**config.mk**
```make
export PLATFORM = sky130hd
export DESIGN_NAME = rmsp_slave_flat
export DESIGN_NICKNAME = d
export VERILOG_FILES = /design/src/shared/rmsp_pkg.sv /design/src/shared/rmsp_if.sv /design/src/rtl/rmsp_slave.sv /design/src/flat_wrapper.sv
export SDC_FILE = /design/constraint.sdc
export NUM_CORES = 1
export LEC_CHECK = 0
export BUFFER_PORTS_ARGS = -buffer_cell sky130_fd_sc_hd__clkbuf_2
export CORE_ASPECT_RATIO = 0.75
export CORE_MARGIN = 2
export CORE_UTILIZATION = 30
export CTS_CLUSTER_DIAMETER = 120
export DETAILED_ROUTE_END_ITERATION = 10
export PLACE_DENSITY_LB_ADDON = 0.12
export SYNTH_ARGS = -nofsm -noshare
export SYNTH_HDL_FRONTEND = slang
export SYNTH_SLANG_ARGS = --single-unit
```
**constraint.sdc**
```tcl
create_clock -name ref_clk_i -period 3.5 [get_ports ref_clk_i]
set_input_delay 0.525 -clock ref_clk_i [delete_from_list [all_inputs] [get_ports ref_clk_i]]
set_output_delay 0.525 -clock ref_clk_i [all_outputs]
set_load 0.02 [all_outputs]
```
**src/shared/rmsp_pkg.sv**
```systemverilog
// Shared constants for the radio modem serial port
package rmsp_pkg;
	localparam int RMSP_BITS = 8;
	localparam logic [2:0] RMSP_BIT_LAST = 3'h7;
	localparam logic [2:0] RMSP_BIT_ZERO = 3'h0;
	localparam int RMSP_ADDR_W = 6;
	localparam int RMSP_HDR_RW_BIT = 7;
	localparam logic [7:0] RMSP_CNT_MAX = 8'hFF;
	localparam logic [7:0] RMSP_MIN_PAYLOAD = 8'h02;
	localparam real RMSP_CLK_MHZ = 20.0;
	localparam real RMSP_SCLK_MAX_MHZ = 8.0;
	// Host half period in core cycles; least time rounds up
	localparam int RMSP_HALF_CYC_CALC = int'($ceil(RMSP_CLK_MHZ / (2.0 * RMSP_SCLK_MAX_MHZ)));
	localparam logic [3:0] RMSP_HALF_CYC = 4'(RMSP_HALF_CYC_CALC < 1 ? 1 : RMSP_HALF_CYC_CALC);
	localparam logic [3:0] RMSP_ZERO4 = 4'h0;
	localparam logic [7:0] RMSP_ZERO8 = 8'h00;
	localparam logic [7:0] RMSP_ONE8 = 8'h01;
	localparam logic [2:0] RMSP_ONE3 = 3'h1;
endpackage : rmsp_pkg

```
**src/shared/rmsp_if.sv**
```systemverilog
// Four-wire link between host master and modem slave
`timescale 1ns/100ps
interface rmsp_if;
	logic serial_clock_in;
	logic mosi;
	logic frame_n;
	logic miso_o;
	logic miso_oe_n;
	logic miso;
	assign miso = miso_oe_n ? 1'b1 : miso_o;
	modport dev (input serial_clock_in, input mosi, input frame_n, output miso_o, output miso_oe_n);
	modport host (output serial_clock_in, output mosi, output frame_n, input miso);
endinterface : rmsp_if

```
**src/rtl/rmsp_slave.sv**
```systemverilog
// Modem end of the serial command port
// Overview of operation
// - Slave only, never drives clock
// - Frame low starts and spans transaction
// - Host raises frame after last burst
// - At least three bursts per transaction
// - Sample rising edge, change on falling
// - Clock idles low, first edge samples
// - Eight bits per burst, MSB first
// - Serial clock at most 8 MHz
// - Header holds address and read flag
// - Payload flows one direction only
// - Payload at least two bytes
// - Core clock moves words to registers
// - Float or drive low MISO when idle
// - No response while port disabled
`timescale 1ns/100ps
module rmsp_slave
	import rmsp_pkg::*;
(
	// Clock and reset
	input wire logic ref_clk_i,
	input wire logic rstn_i,
	// Link
	rmsp_if.dev lnk,
	// Control
	input wire logic port_en_i,
	input wire logic miso_float_en_i,
	// Core register side
	output logic [RMSP_ADDR_W-1:0] addr_o,
	output logic rd_o,
	output logic hdr_valid_o,
	output logic [RMSP_BITS-1:0] wdata_o,
	output logic wr_valid_o,
	input wire logic [RMSP_BITS-1:0] rdata_i,
	output logic rd_req_o,
	output logic frame_end_o,
	output logic short_o
);
	typedef struct packed {
		logic sck_d;
		logic frm_d;
		logic [2:0] bit_cnt;
		logic [7:0] burst_cnt;
		logic [7:0] sh_in;
		logic [7:0] sh_out;
		logic miso;
		logic [5:0] addr;
		logic rd;
		logic hdr_v;
		logic [7:0] wdata;
		logic wr_v;
		logic rd_req;
		logic fend;
		logic short_f;
		logic active;
	} rmsp_st_t;
	rmsp_st_t st_r;
	rmsp_st_t st_nxt;
	logic rise;
	logic fall;
	logic [7:0] shifted;
	assign rise = lnk.serial_clock_in & ~st_r.sck_d;
	assign fall = ~lnk.serial_clock_in & st_r.sck_d;
	assign shifted = {st_r.sh_in[6:0], lnk.mosi};
	always_comb begin
		st_nxt = st_r;
		st_nxt.sck_d = lnk.serial_clock_in;
		st_nxt.frm_d = lnk.frame_n;
		st_nxt.hdr_v = 1'b0;
		st_nxt.wr_v = 1'b0;
		st_nxt.rd_req = 1'b0;
		st_nxt.fend = 1'b0;
		if (lnk.frame_n || !port_en_i) begin
			st_nxt.bit_cnt = RMSP_BIT_ZERO;
			st_nxt.burst_cnt = RMSP_ZERO8;
			st_nxt.miso = 1'b0;
			st_nxt.active = 1'b0;
			if (st_r.active) begin
				st_nxt.fend = 1'b1;
				st_nxt.short_f = (st_r.burst_cnt < (RMSP_MIN_PAYLOAD + RMSP_ONE8));
			end
		end else begin
			if (st_r.frm_d) begin
				st_nxt.active = 1'b1;
				st_nxt.bit_cnt = RMSP_BIT_ZERO;
				st_nxt.burst_cnt = RMSP_ZERO8;
			end
			if (rise) begin
				st_nxt.sh_in = shifted;
				st_nxt.bit_cnt = st_r.bit_cnt + RMSP_ONE3;
				if (st_r.bit_cnt == RMSP_BIT_LAST) begin
					if (st_r.burst_cnt != RMSP_CNT_MAX) begin
						st_nxt.burst_cnt = st_r.burst_cnt + RMSP_ONE8;
					end
					if (st_r.burst_cnt == RMSP_ZERO8) begin
						st_nxt.addr = shifted[RMSP_ADDR_W-1:0];
						st_nxt.rd = shifted[RMSP_HDR_RW_BIT];
						st_nxt.hdr_v = 1'b1;
						st_nxt.rd_req = shifted[RMSP_HDR_RW_BIT];
					end else if (!st_r.rd) begin
						st_nxt.wdata = shifted;
						st_nxt.wr_v = 1'b1;
					end else begin
						st_nxt.rd_req = 1'b1;
					end
				end
			end
			if (fall) begin
				if (st_r.bit_cnt == RMSP_BIT_ZERO) begin
					st_nxt.sh_out = {rdata_i[6:0], 1'b0};
					st_nxt.miso = st_r.rd & (st_r.burst_cnt != RMSP_ZERO8) & rdata_i[7];
				end else begin
					st_nxt.sh_out = {st_r.sh_out[6:0], 1'b0};
					st_nxt.miso = st_r.rd & st_r.sh_out[7];
				end
			end
		end
	end
	always_ff @(posedge ref_clk_i or negedge rstn_i) begin
		if (!rstn_i) begin
			st_r <= '0;
			st_r.frm_d <= 1'b1;
		end else begin
			st_r <= st_nxt;
		end
	end
	// Slave never drives clock or frame; MISO floats or idles low
	assign lnk.miso_o = st_r.miso;
	assign lnk.miso_oe_n = (lnk.frame_n || !port_en_i) ? miso_float_en_i : 1'b0;
	assign addr_o = st_r.addr;
	assign rd_o = st_r.rd;
	assign hdr_valid_o = st_r.hdr_v;
	assign wdata_o = st_r.wdata;
	assign wr_valid_o = st_r.wr_v;
	assign rd_req_o = st_r.rd_req;
	assign frame_end_o = st_r.fend;
	assign short_o = st_r.short_f;
endmodule : rmsp_slave

```
**src/flat_wrapper.sv**
```systemverilog
// flat-port wrapper written by rule: the top's interface ports become plain ports
module rmsp_slave_flat import rmsp_pkg::*;
  (ref_clk_i, rstn_i, port_en_i, miso_float_en_i, addr_o, rd_o, hdr_valid_o, wdata_o, wr_valid_o, rdata_i, rd_req_o, frame_end_o, short_o, lnk_serial_clock_in, lnk_mosi, lnk_frame_n, lnk_miso_o, lnk_miso_oe_n);
  rmsp_if lnk_i ();
  input wire logic ref_clk_i;
  input wire logic rstn_i;
  input wire logic port_en_i;
  input wire logic miso_float_en_i;
  output logic [RMSP_ADDR_W-1:0] addr_o;
  output logic rd_o;
  output logic hdr_valid_o;
  output logic [RMSP_BITS-1:0] wdata_o;
  output logic wr_valid_o;
  input wire logic [RMSP_BITS-1:0] rdata_i;
  output logic rd_req_o;
  output logic frame_end_o;
  output logic short_o;
  input wire logic [$bits(lnk_i.serial_clock_in)-1:0] lnk_serial_clock_in;
  input wire logic [$bits(lnk_i.mosi)-1:0] lnk_mosi;
  input wire logic [$bits(lnk_i.frame_n)-1:0] lnk_frame_n;
  output wire logic [$bits(lnk_i.miso_o)-1:0] lnk_miso_o;
  output wire logic [$bits(lnk_i.miso_oe_n)-1:0] lnk_miso_oe_n;
  assign lnk_i.serial_clock_in = lnk_serial_clock_in;
  assign lnk_i.mosi = lnk_mosi;
  assign lnk_i.frame_n = lnk_frame_n;
  assign lnk_miso_o = lnk_i.miso_o;
  assign lnk_miso_oe_n = lnk_i.miso_oe_n;
  rmsp_slave u_core (.ref_clk_i(ref_clk_i), .rstn_i(rstn_i), .lnk(lnk_i), .port_en_i(port_en_i), .miso_float_en_i(miso_float_en_i), .addr_o(addr_o), .rd_o(rd_o), .hdr_valid_o(hdr_valid_o), .wdata_o(wdata_o), .wr_valid_o(wr_valid_o), .rdata_i(rdata_i), .rd_req_o(rd_req_o), .frame_end_o(frame_end_o), .short_o(short_o));
endmodule
```
==> flow_summary.json, run 1 <==
{
  "period_share_pct": 55.53,
  "path_class": "input pin to primary output",
  "fp.coreArea_um2": 7466,
  "synth_area_leaders": "dfrtp_1 (51%), mux2_2 (11%), buf_4 (4.8%), a21oi_1 (3.8%), ha_1 (2.7%)",
  "grt_antenna_before_repair": 0,
  "r2r_start": "u_core.st_r[46]$_DFFE_PN0P_",
  "port_buffers": 36,
  "rsz0062_at_grt": "false",
  "drt.antenna.violating_nets": 0,
  "worstPathCellList": "clkbuf_2, nand2b_2, and2_1, clkbuf_2",
  "cts_sinks": 49,
  "final_cell_count_no_fill": 332,
  "synth_top_area_cell": "dfrtp_1",
  "cts.htree.levels": 2,
  "cts_made_buffers": 5,
  "placed_cells": 324,
  "dr.first_iter.drc_count": 86,
  "syn_area_per_cell_um2": 11.27,
  "wl_per_cell_um": 13.73,
  "cp_common_cell": "clkbuf_2",
  "status": "finished clean",
  "relSlewSlack_pct": 43.39,
  "synth-main-ff-cell": "dfrtp_1",
  "drive_above_1_share_pct": 33.77,
  "vdd_ir_drop_max_v": 0.0001817,
  "antennaDiodeCount": 0,
  "clk_latency_ns": 0.30,
  "min_period_ns": 1.943,
  "first_global_vias": 1474,
  "ys_seq_area_share_pct": 52.35,
  "fill_cells": 767,
  "ys_warn_count": 0,
  "syn_inst": 208,
  "regArea_um2": 1227,
  "final_cell_mix": "dfrtp_1 (48), clkbuf_2 (36), mux2_2 (23)",
  "cts.repair.resized": 0,
  "wl_um": 4559,
  "area_delta_synth_final_pct": 10.46,
  "synth_compound_area_share_pct": 8.751,
  "vias": 1501,
  "globalRouteMet3Util_pct": 2.841,
  "synth_edf_count": 0,
  "critPathTopFamily": "simple AND/OR/NAND/NOR gates",
  "hold_class": "input pin to asynchronous set/reset pin",
  "multi_input_area_um2": 924.6,
  "synth_mux_area_share_pct": 13.61,
  "setup_tns_ns": 0,
  "syn-num-nets": 228,
  "ys_types": 41,
  "yosys.area_share.simple_pct": 14.41,
  "fmax_ghz": 0.5146,
  "top_usage_layer": "met1",
  "synth_top_area_share_pct": 51.23,
  "p_leak_uw": 0.001262,
  "dp_hpwl_um": 3305,
  "cp_num_buf_inv": 2,
  "routabilityCongestion": 0.7214,
  "synth_xor_area_share_pct": 0,
  "cts_setup_buffers": 0,
  "final_common_cell": "dfrtp_1",
  "ios": 37,
  "post-place-ws_ns": 1.479,
  "die_y_um": 80.56,
  "grtUsageMet2_pct": 16.77,
  "drv_slew": 0,
  "max_stage_delay_ns": 0.38,
  "critPathArrivalTime_ns": 1.42,
  "grt_max_degree": 31,
  "grt_pass1_wl_um": 7679,
  "crit_required_ns": 2.97,
  "syn_area_um2": 2345,
  "dpl-instance-area_um2": 2504,
  "maxCapViolations": 0,
  "cts_tree": "built",
  "final_util_pct": 34.69,
  "dieArea_um2": 8546,
  "via_per_inst": 4.521,
  "skew_ns": 0.01422,
  "gr-usage-met1_pct": 17.06,
  "worst_pin_slew_ns": 0.8473,
  "clk_pin_slew_ns": 0.10,
  "std_cell_rows": 27,
  "start_util_pct": 31.41,
  "crit_path_max_fanout": 18,
  "synthAdderAreaFrac_pct": 2.668,
  "drt_pass1_iterations": 4,
  "crit_slowest_cell": "nand2b_2",
  "startpoint": "lnk_frame_n",
  "p_per_area_nw_per_um2": 414.9,
  "hold_viol": 0,
  "remaining_drc_errors": 0,
  "startpoint_type": "input pin",
  "grt_overflow_total": 0,
  "fin_area_um2": 2590,
  "final_nets": 250,
  "async_flop_share_pct": 100.0,
  "setup_ws_ns": 1.557,
  "grt.total_usage_pct": 11.64,
  "root_buffer": "clkbuf_8",
  "dieWidth_um": 106.1,
  "cts_hold_buf": 0,
  "ys_ff_latch": 49,
  "setup_viol": 0,
  "synth_top_family_by_area": "simple AND/OR/NAND/NOR gates",
  "clockBufferDepth": 2,
  "setup.worst_path.end_class": "primary output"
}
==> where the power goes <==
part           switching, µW  internal, µW
Clock                    196           143
Combinational           48.3          43.9
Sequential              32.8           610
Total                    277           797
==> final timing paths <==
path / end / depth (start not counted) / slack (ns)
worst max register to register: u_core.rd_o$_DFFE_PN0P_ / 5 / 1.63
worst max-delay path: lnk_miso_oe_n / 4 / 1.56
max in group asynchronous: u_core.st_r[49]$_DFF_PN1_ / 2 / 2.48
worst min-delay path: u_core.wdata_o[0]$_DFFE_PN0P_ / 1 / 0.28
worst min register to register: u_core.short_o$_DFFE_PN0P_ / 2 / 0.51
min in group ref_clk_i: u_core.st_r[49]$_DFF_PN1_ / 1 / 0.33
==> stage by stage <==
step | hold WS (ns) | total power (µW)
after floorplan | 0.2294 | 706.2
after global placement | 0.4791 | 750.2
after detailed placement | 0.4869 | 751.1
after CTS | 0.3003 | 1098
after global routing | 0.3197 | 1145
final | 0.2772 | 1075
==> flip-flops by register name, indices dropped and copies added, names as in the netlist, 6 cells and up <==
signal and flops:
u_core.st_r 21, u_core.wdata_o 8, u_core.shifted 7, u_core.addr_o 6
==> final cells by class <==
cell class / count / share of cell area [%]
Inverter: 8 / 1.159
Sequential cell: 49 / 47.39
Timing Repair Buffer: 38 / 7.536
Clock buffer: 6 / 2.802
Clock inverter: 2 / 0.5314
Tap cell: 101 / 4.879
Multi-Input combinational cell: 128 / 35.70
==> cells in the mapped netlist (2+ instances only) <==
master	instances
a21oi_1	18
and2_1	2
and3_1	2
buf_2	2
buf_4	15
clkbuf_1	4
dfrtp_1	48
ha_1	5
inv_1	8
mux2_2	23
mux2i_1	6
nand2_1	7
nand2b_1	2
nand3_1	6
nand4_1	3
nor2_1	14
nor2_2	3
nor2b_1	3
nor3_1	5
o21a_1	3
o21ai_0	8
o31ai_1	2
==> cell families after synthesis <==
kind of cell,after synthesis
AOI/OAI and AO/OA,36
adders and majority gates,5
buffers and inverters,31
DFF,49
muxes,29
and+or+nand+nor,58
==> metal layers <==
metal | up-vias | part of all wire, %
met1 | 719 | 54
met4 | 0 | 1.1
met3 | 5 | 3.2
li1 | 752 | -
met5 | - | 0
met2 | 25 | 42
Power figures use the tool's default switching activity.
==> run 2: changes to the inputs <==
clock period = 1.99 ns   (was 3.5 ns; I/O delays follow)
==> flow_summary.json, run 2 (same netlist as run 1, synthesis figures left out) <==
{
  "cp_common_cell": "ha_1",
  "final_nets": 261,
  "dp_hpwl_um": 3240,
  "min_period_ns": 1.740,
  "p_per_area_nw_per_um2": 713.2,
  "setup_tns_ns": 0,
  "ios": 37,
  "port_buffers": 36,
  "fmax_ghz": 0.5746,
  "internal-power_uw": 1410,
  "cts.repair.resized": 0,
  "cts_made_buffers": 5,
  "reg2reg_to": "u_core.st_r[45]$_DFF_PN0_",
  "maxCapViolations": 0,
  "r2r_slack_ns": 0.25,
  "startpoint_type": "flop",
  "routabilityCongestion": 0.8028,
  "worst_pin_slew_ns": 0.6300,
  "drt_pass1_iterations": 4,
  "clockBufferDepth": 2,
  "final_common_cell": "dfrtp_1",
  "largest-register": "u_core.st_r",
  "setup.worst_path.end_class": "flop",
  "period_share_pct": 87.45,
  "root_buffer": "clkbuf_8",
  "rsz0062_at_grt": "false",
  "r2r_start": "u_core.st_r[46]$_DFFE_PN0P_",
  "crit_path_max_fanout": 6,
  "cts_tree": "built",
  "drv_slew": 0,
  "max_stage_delay_ns": 0.36,
  "largest_reg_flops": 21,
  "final_cell_mix": "dfrtp_1 (48), clkbuf_2 (36), mux2_2 (23)",
  "wl_per_cell_um": 13.07,
  "skew_ns": 0.005749,
  "status": "finished clean",
  "clk_latency_ns": 0.30,
  "drt.antenna.violating_nets": 0,
  "die_y_um": 80.56,
  "hold_class": "input pin to asynchronous set/reset pin",
  "vdd_ir_drop_max_v": 0.0002741,
  "p_switching_uw": 501.0,
  "path_class": "flop to flop",
  "via_per_inst": 4.504,
  "clk_pin_slew_ns": 0.09,
  "first_global_vias": 1555,
  "grt_pass1_wl_um": 7762,
  "seqPwrFrac_pct": 59.2,
  "dr.first_iter.drc_count": 39,
  "critPathTopFamily": "simple AND/OR/NAND/NOR gates",
  "remaining_drc_errors": 0,
  "comb_power_share_pct": 8.8,
  "grt_overflow_total": 0,
  "swShare_pct": 26.21,
  "wl_um": 4484,
  "power.share.clock_pct": 32.0,
  "drive_above_1_share_pct": 37.19,
  "p_leak_uw": 0.001317,
  "vias": 1545,
  "hold_viol": 0,
  "relSlewSlack_pct": 58.00,
  "cts_hold_buf": 0,
  "setup_viol": 0,
  "grt_max_degree": 50,
  "reg2reg_depth": 7,
  "worst-path-stages": 7,
  "cp_num_buf_inv": 1,
  "cts_setup_buffers": 0,
  "start_util_pct": 31.41,
  "cts_sinks": 49,
  "dieArea_um2": 8546,
  "area_delta_synth_final_pct": 14.30,
  "crit_slowest_cell": "dfrtp_1",
  "worstPathCellList": "ha_1, ha_1, nand3b_2, buf_4, nor4_1, mux2_2, a21oi_1",
  "fp.coreArea_um2": 7466,
  "grt.total_usage_pct": 11.69,
  "std_cell_rows": 27,
  "cts.htree.levels": 2,
  "grt_antenna_before_repair": 0,
  "dieWidth_um": 106.1,
  "antennaDiodeCount": 0,
  "crit_required_ns": 2.18,
  "whs_ns": 0.08286,
  "critPathArrivalTime_ns": 1.93
}
## run 2: changes by cell type in the layout (fill, tap and decap cells not counted)
cell        delta
clkinv_4       +1
clkinvlp_4     +1
clkbuf_1       -1
buf_4         +11
clkinv_2       -1
## run 2: power groups by stage
stage | clock network, µW | logic, µW | registers (µW)
final | 612 | 169 | 1130
after CTS | 648 | 175 | 1130
after global routing | 696 | 196 | 1150
after global placement | 0 | 174 | 1150
after detailed placement | 0 | 173 | 1150
after floorplan | 0 | 106 | 1140
## run 2: per-layer routing
metal  GRT usage [%]  up-vias  share of wire, %
met5               0        -                 0
met4           3.553        0              0.67
met3           2.922        2               3.8
met2           16.58       28                43
met1           17.29      737                52
li1                -      778                 -
## run 2: stage by stage
stage / std cells / power, µW / setup slack, ns / instance area (µm²) / utilization, %
floorplan: 208 / 1242 / 0.3081 / 2345 / -
global placement: 335 / 1326 / 0.2858 / 2586 / 34.64
detailed placement: 335 / 1326 / 0.2214 / 2586 / 34.64
CTS: 343 / 1956 / 0.2360 / 2680 / 35.90
global route: 343 / 2036 / 0.07627 / 2680 / 35.90
finish: 343 / 1911 / 0.2498 / 2680 / 35.90
## run 2: worst max path at each step
stage | start | slack [ns] | end
2_1_floorplan | u_core.st_r[46]$_DFFE_PN0P_ | 0.31 | u_core.st_r[39]$_DFF_PN0_
3_3_place_gp | u_core.st_r[46]$_DFFE_PN0P_ | 0.29 | u_core.addr_o[4]$_DFFE_PN0P_
3_5_place_dp | u_core.st_r[46]$_DFFE_PN0P_ | 0.22 | u_core.st_r[42]$_DFF_PN0_
4_1_cts | u_core.st_r[46]$_DFFE_PN0P_ | 0.24 | u_core.st_r[42]$_DFF_PN0_
5_1_grt | u_core.st_r[46]$_DFFE_PN0P_ | 0.08 | u_core.st_r[42]$_DFF_PN0_
6_report | u_core.st_r[46]$_DFFE_PN0P_ | 0.25 | u_core.st_r[45]$_DFF_PN0_
## run 2: worst register-to-register path, delay by kind of cell (launching register included)
kind	cells	cell delay, ns
adders and majority gates	2	0.31
buffers and inverters	1	0.19
and+or+nand+nor	2	0.49
muxes	1	0.23
DFF	1	0.36
AOI/OAI and AO/OA	1	0.06
## run 2: area by class of cell
class                           instances  area [µm²]
Clock buffer                            5       68.82
Multi-Input combinational cell        128       924.6
Clock inverter                          3       25.02
Tap cell                              101       126.4
Sequential cell                        49        1227
Inverter                                8       30.03
Timing Repair Buffer                   49       277.8
Fill cell                             770        4786
